`src/bms_word_sum.sv`:
```
`timescale 1ns/100ps
package bms_pkg;
	// clock and timing
	localparam int unsigned CLK_MHZ          = 100;
	localparam int unsigned SAMPLE_TIME_US   = 3000;
	localparam int unsigned ERASE_TIME_MS    = 100;
	localparam int unsigned PROGRAM_TIME_MS  = 1;
	localparam int unsigned SAMPLE_CYCLES    = SAMPLE_TIME_US * CLK_MHZ;
	localparam int unsigned ERASE_CYCLES     = ERASE_TIME_MS * 1000 * CLK_MHZ;
	localparam int unsigned PROGRAM_CYCLES   = PROGRAM_TIME_MS * 1000 * CLK_MHZ;
	// flash layout
	localparam int unsigned BLOCK_BYTES      = 256;
	localparam int unsigned VECTOR_WORDS     = 8;
	localparam logic [31:0] VECTOR_BASE      = 32'h0000_0000;
	localparam logic [31:0] CHECK_WORD_ADDR  = 32'h0000_001c;
	localparam logic [31:0] NO_SAMPLE_ADDR   = 32'h0000_02fc;
	// reset values
	localparam logic        PIN_RESET_LEVEL  = 1'b1;

	// final boot decision, one bit per outcome
	typedef struct packed {
		logic run_user;
		logic usb_msc;
		logic uart_isp;
		logic autobaud;
	} bms_boot_t;

	// flash word read request
	typedef struct packed {
		logic        req;
		logic [31:0] addr;
	} bms_rd_t;
endpackage

module bms_word_sum
	import bms_pkg::*;
(
	input  wire logic        clk_i,
	input  wire logic        rst_n_i,
	input  wire logic        start_i,
	input  wire logic [31:0] base_i,
	input  wire logic [3:0]  count_i,
	input  wire logic [31:0] rd_data_i,
	input  wire logic        rd_valid_i,
	output bms_rd_t          rd_o,
	output logic      [31:0] sum_o,
	output logic             done_o
);
	bms_rd_t     rd_reg,   rd_next;
	logic [31:0] sum_reg,  sum_next;
	logic [3:0]  idx_reg,  idx_next;
	logic        done_reg, done_next;

	// walk count_i words from base_i, adding each into the sum
	always_comb begin
		rd_next   = rd_reg;
		sum_next  = sum_reg;
		idx_next  = idx_reg;
		done_next = 1'b0;
		if (start_i && !rd_reg.req) begin
			rd_next.req  = 1'b1;
			rd_next.addr = base_i;
			sum_next     = 32'h0000_0000;
			idx_next     = 4'h0;
		end else if (rd_reg.req && rd_valid_i) begin
			sum_next = sum_reg + rd_data_i;
			idx_next = idx_reg + 4'h1;
			rd_next.addr = rd_reg.addr + 32'h0000_0004;
			if (idx_reg == count_i - 4'h1) begin
				rd_next.req = 1'b0;
				done_next   = 1'b1;
			end
		end
	end

	always_ff @(posedge clk_i or negedge rst_n_i) begin
		if (!rst_n_i) begin
			rd_reg   <= '0;
			sum_reg  <= 32'h0000_0000;
			idx_reg  <= 4'h0;
			done_reg <= 1'b0;
		end else begin
			rd_reg   <= rd_next;
			sum_reg  <= sum_next;
			idx_reg  <= idx_next;
			done_reg <= done_next;
		end
	end

	assign rd_o   = rd_reg;
	assign sum_o  = sum_reg;
	assign done_o = done_reg;
endmodule

```
`src/boot_mode_selector.sv`:
```
`timescale 1ns/100ps
module boot_mode_selector
	import bms_pkg::*;
#(
	parameter bit          HAS_USB         = 1'b1,
	parameter int unsigned SAMPLE_CNT      = SAMPLE_CYCLES,
	parameter int unsigned ERASE_CNT       = ERASE_CYCLES,
	parameter int unsigned PROGRAM_CNT     = PROGRAM_CYCLES,
	parameter logic [31:0] NO_SAMPLE_VALUE = 32'h5a5a_a5a5 // arbitrary value
)
(
	input  wire logic        clk_i,
	input  wire logic        resetn_i,
	input  wire logic        program_request_pin_i,
	input  wire logic        interface_select_pin_i,
	input  wire logic        wdt_overflow_i,
	input  wire logic [31:0] rd_data_i,
	input  wire logic        rd_valid_i,
	input  wire logic        erase_start_i,
	input  wire logic        program_start_i,
	output bms_rd_t          rd_o,
	output logic             boot_done_o,
	output bms_boot_t        boot_o,
	output logic             flash_busy_o,
	output logic             flash_done_o
);
	localparam int SW = $clog2(SAMPLE_CNT + 1);
	localparam int FW = $clog2(ERASE_CNT + PROGRAM_CNT + 1);

	typedef enum logic [2:0] {
		ST_CFG, ST_CFG_WAIT, ST_DELAY, ST_DECIDE, ST_SUM, ST_SUM_WAIT, ST_DONE
	} bms_state_t;

	logic        rst_s1_reg, rst_s2_reg;
	logic        rst_n;
	logic [1:0]  req_sync_reg, sel_sync_reg, wdt_sync_reg;
	bms_state_t  state_reg,    state_next;
	logic [SW-1:0] dly_reg,    dly_next;
	logic        nosamp_reg,   nosamp_next;
	logic        start_reg,    start_next;
	logic        isp_reg,      isp_next;
	logic        samp_wdt_reg, samp_wdt_next;
	logic        sel_reg,      sel_next;
	logic        done_reg,     done_next;
	bms_boot_t   boot_reg,     boot_next;
	logic [FW-1:0] fcnt_reg,   fcnt_next;
	logic        busy_reg,     busy_next;
	logic        fdone_reg,    fdone_next;
	logic [31:0] ws_base;
	logic [3:0]  ws_count;
	logic [31:0] ws_sum;
	logic        ws_done;

	// reset release through two flops, assertion stays asynchronous
	always_ff @(posedge clk_i or negedge resetn_i) begin
		if (!resetn_i) begin
			rst_s1_reg <= 1'b0;
			rst_s2_reg <= 1'b0;
		end else begin
			rst_s1_reg <= 1'b1;
			rst_s2_reg <= rst_s1_reg;
		end
	end
	assign rst_n = rst_s2_reg;

	// pin synchronisers, only the second stage is read
	always_ff @(posedge clk_i or negedge rst_n) begin
		if (!rst_n) begin
			req_sync_reg <= {2{PIN_RESET_LEVEL}};
			sel_sync_reg <= 2'h0;
			wdt_sync_reg <= 2'h0;
		end else begin
			req_sync_reg <= {req_sync_reg[0], program_request_pin_i};
			sel_sync_reg <= {sel_sync_reg[0], interface_select_pin_i};
			wdt_sync_reg <= {wdt_sync_reg[0], wdt_overflow_i};
		end
	end

	// shared flash word reader: config word first, then vector table
	assign ws_base  = (state_reg == ST_CFG || state_reg == ST_CFG_WAIT)
	                ? NO_SAMPLE_ADDR : VECTOR_BASE;
	assign ws_count = (state_reg == ST_CFG || state_reg == ST_CFG_WAIT)
	                ? 4'h1 : 4'(VECTOR_WORDS);

	bms_word_sum u_sum (
		.clk_i      (clk_i),
		.rst_n_i    (rst_n),
		.start_i    (start_reg),
		.base_i     (ws_base),
		.count_i    (ws_count),
		.rd_data_i  (rd_data_i),
		.rd_valid_i (rd_valid_i),
		.rd_o       (rd_o),
		.sum_o      (ws_sum),
		.done_o     (ws_done)
	);

	// boot sequencer
	always_comb begin
		state_next    = state_reg;
		dly_next      = dly_reg;
		nosamp_next   = nosamp_reg;
		start_next    = 1'b0;
		isp_next      = isp_reg;
		samp_wdt_next = samp_wdt_reg;
		sel_next      = sel_reg;
		done_next     = done_reg;
		boot_next     = boot_reg;
		unique case (state_reg)
			ST_CFG: begin
				start_next = 1'b1;
				state_next = ST_CFG_WAIT;
			end
			ST_CFG_WAIT: begin
				if (ws_done) begin
					nosamp_next = (ws_sum == NO_SAMPLE_VALUE);
					state_next  = ST_DELAY;
				end
			end
			ST_DELAY: begin
				// wait out the window the host holds the pins for
				dly_next = dly_reg + SW'(1);
				if (dly_reg == SW'(SAMPLE_CNT - 1))
					state_next = ST_DECIDE;
			end
			ST_DECIDE: begin
				// single sample of both pins per reset
				samp_wdt_next = wdt_sync_reg[1];
				sel_next      = HAS_USB && sel_sync_reg[1];
				isp_next      = !nosamp_reg && !req_sync_reg[1]
				              && !wdt_sync_reg[1];
				if (isp_next) begin
					boot_next.usb_msc  = sel_next;
					boot_next.uart_isp = !sel_next;
					done_next          = 1'b1;
					state_next         = ST_DONE;
				end else begin
					state_next = ST_SUM;
				end
			end
			ST_SUM: begin
				start_next = 1'b1;
				state_next = ST_SUM_WAIT;
			end
			ST_SUM_WAIT: begin
				if (ws_done) begin
					if (ws_sum == 32'h0000_0000) begin
						boot_next.run_user = 1'b1;
					end else if (sel_reg) begin
						boot_next.usb_msc = 1'b1;
					end else begin
						boot_next.autobaud = 1'b1;
					end
					done_next  = 1'b1;
					state_next = ST_DONE;
				end
			end
			ST_DONE: begin
				state_next = ST_DONE;
			end
		endcase
	end

	always_ff @(posedge clk_i or negedge rst_n) begin
		if (!rst_n) begin
			state_reg    <= ST_CFG;
			dly_reg      <= '0;
			nosamp_reg   <= 1'b0;
			start_reg    <= 1'b0;
			isp_reg      <= 1'b0;
			samp_wdt_reg <= 1'b0;
			sel_reg      <= 1'b0;
			done_reg     <= 1'b0;
			boot_reg     <= '0;
		end else begin
			state_reg    <= state_next;
			dly_reg      <= dly_next;
			nosamp_reg   <= nosamp_next;
			start_reg    <= start_next;
			isp_reg      <= isp_next;
			samp_wdt_reg <= samp_wdt_next;
			sel_reg      <= sel_next;
			done_reg     <= done_next;
			boot_reg     <= boot_next;
		end
	end

	// flash operation timer; starts while busy are ignored, erase wins
	always_comb begin
		fcnt_next  = fcnt_reg;
		busy_next  = busy_reg;
		fdone_next = 1'b0;
		if (!busy_reg && erase_start_i) begin
			busy_next = 1'b1;
			fcnt_next = FW'(ERASE_CNT - 1);
		end else if (!busy_reg && program_start_i) begin
			busy_next = 1'b1;
			fcnt_next = FW'(PROGRAM_CNT - 1);
		end else if (busy_reg) begin
			if (fcnt_reg == '0) begin
				busy_next  = 1'b0;
				fdone_next = 1'b1;
			end else begin
				fcnt_next = fcnt_reg - FW'(1);
			end
		end
	end

	always_ff @(posedge clk_i or negedge rst_n) begin
		if (!rst_n) begin
			fcnt_reg  <= '0;
			busy_reg  <= 1'b0;
			fdone_reg <= 1'b0;
		end else begin
			fcnt_reg  <= fcnt_next;
			busy_reg  <= busy_next;
			fdone_reg <= fdone_next;
		end
	end

	assign boot_done_o  = done_reg;
	assign boot_o       = boot_reg;
	assign flash_busy_o = busy_reg;
	assign flash_done_o = fdone_reg;

	// helper: length of each busy period and the kind that started it
	logic [FW-1:0] blen_reg;
	logic          berase_reg;
	always_ff @(posedge clk_i or negedge rst_n) begin
		if (!rst_n) begin
			blen_reg   <= '0;
			berase_reg <= 1'b0;
		end else begin
			blen_reg   <= busy_reg ? blen_reg + FW'(1) : '0;
			if (!busy_reg)
				berase_reg <= erase_start_i;
		end
	end
endmodule

```
`config.mk`:
```
export PLATFORM = sky130hd
export DESIGN_NAME = boot_mode_selector
export DESIGN_NICKNAME = d
export VERILOG_FILES = /design/src/bms_word_sum.sv /design/src/boot_mode_selector.sv
export SDC_FILE = /design/constraint.sdc
export NUM_CORES = 1
export LEC_CHECK = 0
export BUFFER_PORTS_ARGS = -buffer_cell sky130_fd_sc_hd__buf_2
export CAP_MARGIN = 0
export CORE_MARGIN = 4
export CORE_UTILIZATION = 59
export CTS_CLUSTER_SIZE = 12
export DETAILED_ROUTE_END_ITERATION = 8
export HOLD_SLACK_MARGIN = 0.05
export PLACE_DENSITY = 0.78
export SYNTH_ARGS = -nofsm -noshare
export SYNTH_HDL_FRONTEND = slang
export SYNTH_SLANG_ARGS = --single-unit
```
`constraint.sdc`:
```
create_clock -name clk_i -period 5.28 [get_ports clk_i]
set_input_delay 0.528 -clock clk_i [delete_from_list [all_inputs] [get_ports clk_i]]
set_output_delay 0.528 -clock clk_i [all_outputs]
set_load 0.02 [all_outputs]
```
==> summary.txt, run 1 <==
GRT
  – Vias in the first global route: 6438
  – Initial antenna violation count: 0
  – GR Util All Layers: 26.1%
  – First-pass GRT wire length: 30800 um
  – GR Overflow Total: 0
  – Largest net degree at the start of global routing: 67

STA
  – Final hold violation count: 0
  – Final setup violation count: 0
  – Minimum clock period: 2930 ps
  – Fmax: 0.341 GHz
  – Total Negative Setup Slacks: 0 ps
  – Final WS setup: 2350 ps
  – Clk_skew: 10.6 ps
  – Worst-Margin Slew: 872 ps
  – Hold WS: 220 ps
  – Max Slew Vio Count: 0
  – Slew Limit Headroom: 41.9%
  – RSZ-0062 raised after global routing: no
  – Final Cycle Share: 55.5%

Place
  – I/O Buffers: 77
  – Placed cell areas: 8000 sq um
  – Half-perimeter wire length after placement: 13000 um
  – GP Congestion: 0.930
  – Worst slack at placement: 2130 ps

Hold path
  – Tightest Hold Check Type: in -> reg
  – WHS Endpoint: req_sync_reg[0]
  – Hold_sp: program_request_pin_i
  – Hold depth: 1

Floorplanning
  – Initial Util: 61.3%
  – Core Area: 12200 sq um
  – Die area: 14600 sq um
  – Die H: 121 um
  – Site row count: 40
  – # IOs: 80
  – Die W: 121 um

Logic synthesis
  – Top-count cell post-synth: dfrtp_1
  – Synthesized area: 7490 sq um
  – Compound-Gate Fraction of Synth Area: 16.9%
  – Adder-Cell Fraction of Synth Area: 6.28%
  – Simple-gate share of the synthesized area: 20.9%
  – Post-Syn Instances: 811
  – Register bit total from synthesis: 132
  – Top_reg_cell synth: dfrtp_1
  – Mux cell area share after synthesis: 1.37%
  – Library cells used by synthesis: 69
  – Top cell type's share of synthesized area: 43.4%
  – Yosys top cell by area: dfrtp_1
  – Avg Cell Area, Syn: 9.24 sq um
  – Xor/xnor cell area share of the yosys netlist: 7.25%
  – Sequential share of the synthesized area: 44.1%
  – Post-synth EDFFs: 0
  – Async S/R FF share, synth: 100%
  – Commonest cells in the synthesized netlist: dfrtp_1 (130), nand2_1 (102), o21ai_0 (60)
  – Main combinational cell family by area after synthesis: simple AND/OR/NAND/NOR gates
  – YS warnings: 0
  – Top post-synthesis cells by area: dfrtp_1 (43%), ha_1 (6.0%), nand2_1 (5.1%), xnor2_1 (4.3%), o21ai_0 (4.0%)

Worst setup path
  – Crit-path cells: ha_1 > inv_1 > fa_1 > nor2b_1 > o2111ai_1 > a21oi_1 > nor2_1 > o31ai_1 > a31oi_1 > xor2_1 > o21ai_0
  – CP top delay family: compound AO/OA/AOI/OAI gates
  – Critical R2R Capture: u_sum.sum_o[24]
  – Buf/Inv on CP: 1
  – Worst Path Required: 5620 ps
  – Launch point of the worst reg-to-reg path: u_sum.sum_o[0]
  – Crit path launch: u_sum.sum_o[0]
  – Worst r2r path cells: 11
  – Crit end category: flip-flop
  – Critical path's largest stage delay: 560 ps
  – Slowest cell on crit path: o31ai_1
  – Reg2reg setup slack: 2350 ps
  – CP arrival: 3270 ps
  – Crit path max fanout: 4
  – Worst Path Class, Setup: reg -> reg
  – Critical path startpoint category: flip-flop

Detailed routing
  – Via density: 6.14
  – Post-DRT Antenna Nets: 0
  – DRC violations left: 0
  – DR vias: 6545
  – Initial DRC count: 471
  – Avg WL per Cell: 17.2 um
  – Detailed Route WL: 18400 um
  – Drt pass-1 iters: 5

Power
  – Switching Power: 1.74 mW
  – Comb power frac: 38.8%
  – Leakage: 3.88 nW
  – Internal Power: 2.64 mW
  – Sw Ratio: 39.6%
  – Clock Power Share: 26.3%
  – Flop pwr share: 34.9%
  – Pwr dens: 510 nW/um^2
  – Worst VDD drop: 288 uV

Clock tree
  – Worst-skew pair later-pin latency: 420 ps
  – Clk slew on worst S/H paths: 60 ps
  – CTS Buf Count: 17
  – CTS tree: done
  – Num Clock Sinks: 132
  – CTS root buf: clkbuf_16
  – CTS max path bufs: 2
  – H-tree depth: 4
  – Setup Buffers After CTS: 0

Outcome
  – Status: finished clean

Cells and area
  – Largest register FFs: 32
  – Post-route design area: 8590 sq um
  – Share of layout cells above drive strength 1: 14.4%
  – Area Growth Syn to Fin: 14.7%
  – Nets: 962
  – Diode count: 0

Job
  – Max-Cap Viols: 0
-- layer usage --
| layer | vias to the layer above | track usage, % | part of all wire, % |
|---|---|---|---|
| li1 | 3088 | - | - |
| met1 | 3183 | 34.3 | 43 |
| met2 | 235 | 43.7 | 49 |
| met3 | 39 | 5.10 | 5.3 |
| met4 | 0 | 8.07 | 2.3 |
| met5 | - | 0 | 0 |
-- placed cells by master, fill, tap and decap left out, types with 13 or more instances in the layout --
master	count
a21o_1	15
a21oi_1	56
buf_2	77
clkbuf_16	17
dfrtp_1	129
ha_1	36
inv_1	26
nand2_1	102
nand3_1	36
nand4_1	29
nor2_1	53
nor3_1	16
nor4_1	13
o21ai_0	60
xnor2_1	37
xor2_1	25
-- worst max path at each step --
stage                      endpoint  cells after the start
floorplan               boot_done_o                      0
global placement    u_sum.sum_o[30]                     12
detailed placement  u_sum.sum_o[24]                     12
CTS                 u_sum.sum_o[24]                     11
global route        u_sum.sum_o[24]                     11
finish              u_sum.sum_o[24]                     11
-- per-stage QoR --
step / instances / util, % / power (mW)
after global placement: 1033 / 65.5 / 3.16
after floorplan: 812 / - / 2.76
after global routing: 1066 / 70.3 / 4.68
after CTS: 1066 / 70.3 / 4.37
final: 1066 / 70.3 / 4.38
after detailed placement: 1033 / 65.5 / 3.20
-- final cells by class --
| type | count | area [sq um] |
|---|---|---|
| Inverter | 26 | 97.6 |
| Tap cell | 168 | 210 |
| Clock buffer | 19 | 443 |
| Clock inverter | 13 | 135 |
| Sequential cell | 132 | 3310 |
| Timing Repair Buffer | 83 | 433 |
| Multi-Input combinational cell | 625 | 3960 |
| Fill cell | 948 | 3620 |
-- power by group through the flow --
stage	Combinational [mW]	Sequential [mW]	Clock, mW
final	1.70	1.53	1.15
after global routing	1.90	1.57	1.21
after CTS	1.69	1.52	1.16
after detailed placement	1.67	1.53	0
after global placement	1.64	1.52	0
after floorplan	1.24	1.52	0
-- worst register-to-register path, cell delays in order, from the launching register on --
cell	delay [ps]
dfrtp_1	390
ha_1	190
inv_1	60
fa_1	410
nor2b_1	190
o2111ai_1	190
a21oi_1	260
nor2_1	130
o31ai_1	560
a31oi_1	190
xor2_1	170
o21ai_0	140
-- logic make-up (layout without fill, tap and decap cells) --
logic type               Yosys count  in the layout
AND/OR/NAND/NOR                  308            308
AO/OA/AOI/OAI                    205            205
flip-flops                       132            132
XOR/XNOR                          62             62
buffers and inverters             55            141
adder cells (fa/ha/maj)           37             37
multiplexers                      10             10
other                              2              3
-- what timing repair did --
item,in CTS,in global routing
gates resized for setup,0,0
endpoints found under the setup margin,0,0
endpoints found under the hold margin,2,0
hold buffers,1,0
Power figures use the tool's default switching activity.
==> run 2, diff against run 1 <==
==> constraint.sdc (replaced) <==
create_clock -name clk_i -period 2.9 [get_ports clk_i]
set_input_delay 0.29 -clock clk_i [delete_from_list [all_inputs] [get_ports clk_i]]
set_output_delay 0.29 -clock clk_i [all_outputs]
set_load 0.02 [all_outputs]
==> run 2 against run 1 <==
  * Setup slack got worse by 2300 ps
  * Wire length grew 0.76%
  * Hold slack lost 45 ps
  * Global-route usage grew 0.056 points
  * Maximum frequency up 3.7%
  * Core utilization up 1.6 points
  * Combinational power rose by 89%
  * Clock skew barely moved
  * Power grew 91%
  * Via count about the same
  * Critical path depth stayed put
  * Critical path type unchanged
==> summary.txt, run 2 (synthesis results as in run 1) <==
Detailed routing
  – Initial DRC count: 595 (was 471)
  – Post-DRT Antenna Nets: 0 (unchanged)
  – Detailed Route WL: 18500 um (was 18400 um)
  – DRC violations left: 0 (unchanged)
  – Drt pass-1 iters: 5 (unchanged)
  – Via density: 6.08 (was 6.14)
  – DR vias: 6549 (was 6545)
  – Avg WL per Cell: 17.2 um (about the same)

Power
  – Switching Power: 3.23 mW (was 1.74 mW)
  – Worst VDD drop: 619 uV (was 288 uV)
  – Comb power frac: 38.4% (was 38.8%)
  – Flop pwr share: 33.1% (was 34.9%)
  – Internal Power: 5.12 mW (was 2.64 mW)
  – Sw Ratio: 38.7% (was 39.6%)
  – Power Total: 8.35 mW (was 4.38 mW)
  – Clock Power Share: 28.5% (was 26.3%)
  – Pwr dens: 951 nW/um^2 (was 510 nW/um^2)
  – Leakage: 3.96 nW (was 3.88 nW)

Cells and area
  – Share of layout cells above drive strength 1: 15.5% (was 14.4%)
  – Most frequent cells in the layout: dfrtp_1 (129), nand2_1 (102), buf_2 (77) (unchanged)
  – Post-route design area: 8790 sq um (was 8590 sq um)
  – Area Growth Syn to Fin: 17.3% (was 14.7%)
  – Area occupied by multi-input gates: 3980 sq um (was 3960 sq um)
  – Diode count: 0 (unchanged)
  – Largest register FFs: 32 (unchanged)
  – Register area: 3310 sq um (unchanged)
  – Most common cell after layout, fill and taps aside: dfrtp_1 (unchanged)
  – Layout fillers: 957 (was 948)
  – Nets: 973 (was 962)

Worst setup path
  – Critical path startpoint category: flip-flop (unchanged)
  – Crit path launch: u_sum.sum_o[0] (unchanged)
  – Worst Path Required: 3200 ps (was 5620 ps)
  – Critical R2R Capture: u_sum.sum_o[10] (was u_sum.sum_o[24])
  – Crit end category: flip-flop (unchanged)
  – Launch point of the worst reg-to-reg path: u_sum.sum_o[0] (unchanged)
  – Critical Path Sink: u_sum.sum_o[10] (was u_sum.sum_o[24])
  – Worst r2r path cells: 11 (unchanged)
  – Worst Path Class, Setup: reg -> reg (unchanged)
  – CP arrival: 3130 ps (was 3270 ps)
  – Reg2reg setup slack: 70 ps (was 2350 ps)
  – Crit path max fanout: 3 (was 4)

Clock tree
  – CTS Buf Count: 17 (unchanged)
  – Clk slew on worst S/H paths: 60 ps (about the same)
  – CTS tree: done (unchanged)
  – H-tree depth: 4 (unchanged)
  – Worst-skew pair later-pin latency: 420 ps (about the same)
  – Num Clock Sinks: 132 (unchanged)
  – CTS max path bufs: 2 (unchanged)
  – CTS root buf: clkbuf_16 (unchanged)

STA
  – Fmax: 0.354 GHz (was 0.341 GHz)
  – Max Slew Vio Count: 0 (unchanged)
  – Final setup violation count: 0 (unchanged)
  – Worst-Margin Slew: 679 ps (was 872 ps)
  – Total Negative Setup Slacks: 0 ps (unchanged)
  – Final hold violation count: 0 (unchanged)
  – Slew Limit Headroom: 54.3% (was 41.9%)
  – Minimum clock period: 2830 ps (was 2930 ps)
  – Clk_skew: 10.5 ps (was 10.6 ps)
  – Final Cycle Share: 97.5% (was 55.5%)
  – Final WS setup: 73.9 ps (was 2350 ps)

GRT
  – GR Util All Layers: 26.1% (about the same)
  – Global routing's busiest layer: met2 (unchanged)
  – First-pass GRT wire length: 30800 um (about the same)
  – Initial antenna violation count: 0 (unchanged)
  – Vias in the first global route: 6343 (was 6438)
  – GR Overflow Total: 0 (unchanged)
  – Largest net degree at the start of global routing: 60 (was 67)
  – Met1 Usage GRT: 34.5% (was 34.3%)
  – GR Util met3: 5.71% (was 5.10%)
  – Met2 usage in global routing: 42.3% (was 43.7%)

Job
  – Max-Cap Viols: 0 (unchanged)

Hold path
  – Tightest Hold Check Type: in -> reg (unchanged)

Floorplanning
  – Core Area: 12200 sq um (unchanged)
  – Die area: 14600 sq um (unchanged)
  – Die H: 121 um (unchanged)
  – Site row count: 40 (unchanged)
  – Initial Util: 61.3% (unchanged)
  – # IOs: 80 (unchanged)
  – Die W: 121 um (unchanged)

Place
  – GP Congestion: 0.967 (was 0.930)
  – I/O Buffers: 77 (unchanged)
  – Half-perimeter wire length after placement: 13000 um (about the same)
  – Placed cell areas: 8060 sq um (was 8000 sq um)
  – Worst slack at placement: 149 ps (was 2130 ps)

Outcome
  – Status: finished clean (unchanged)
[run 2: cell types whose count changed in the layout (fill, tap and decap cells not counted), sizes merged]
cell and change:
buf +8, bufinv +3, clkbuf -2, clkinv -5, clkinvlp +3, dlygate4sd3 +3
inv +1
[run 2: metal layers]
layer / vias up / part of all wire [%] / wire [um]
met3: 38 / 5.4 / 1010
met2: 233 / 50 / 9190
met5: - / 0 / 0
met1: 3168 / 43 / 7890
li1: 3110 / - / -
met4: 0 / 2.3 / 432
[run 2: how the worst min path moves through the flow]
stage                        from            to  cells past startpoint
global placement         resetn_i    rst_s1_reg                      1
detailed placement       resetn_i         rst_n                      1
floorplan                resetn_i         rst_n                      0
finish              erase_start_i  fcnt_reg[19]                      2
global route             resetn_i    rst_s1_reg                      2
CTS                 erase_start_i  fcnt_reg[19]                      2
[run 2: area by class of cell]
type,instances,share of cell area [%]
inverters,26,1.11
clock inverters,15,2.63
clock buffers,17,4.84
flip-flops and latches,132,37.7
multi-input cells,625,45.3
repair buffers,94,6.10
well taps,168,2.39
[run 2: per-stage QoR]
step	hold WS (ps)	utilization (%)	cells
final	175	71.9	1077
after floorplan	-5.59	-	812
after global placement	75.4	66.0	1039
after global routing	186	71.9	1077
after CTS	160	71.7	1075
after detailed placement	81.6	66.0	1039
[run 2: critical path, cell delays in order (launching register included)]
cell and delay [ps]:
dfrtp_1 400, ha_1 200, inv_1 60, fa_1 400, nor2b_1 190, o2111ai_1 200
a21boi_1 250, o21ai_0 140, a21boi_0 300, o21ai_0 160, a21o_1 200, a32o_1 230
[run 2: repair_timing]
action	CTS	global route
gates resized for setup	0	6
hold endpoints to repair	5	0
setup endpoints to repair	0	7
buffers inserted	0	2
hold buffers	4	0
[run 2: power by group through the flow]
stage	combinational, mW	clock, mW	sequential [mW]
after global routing	3.57	2.48	2.84
final	3.21	2.38	2.77
after floorplan	2.25	0	2.77
after CTS	3.13	2.40	2.76
after global placement	2.99	0	2.75
after detailed placement	3.08	0	2.79
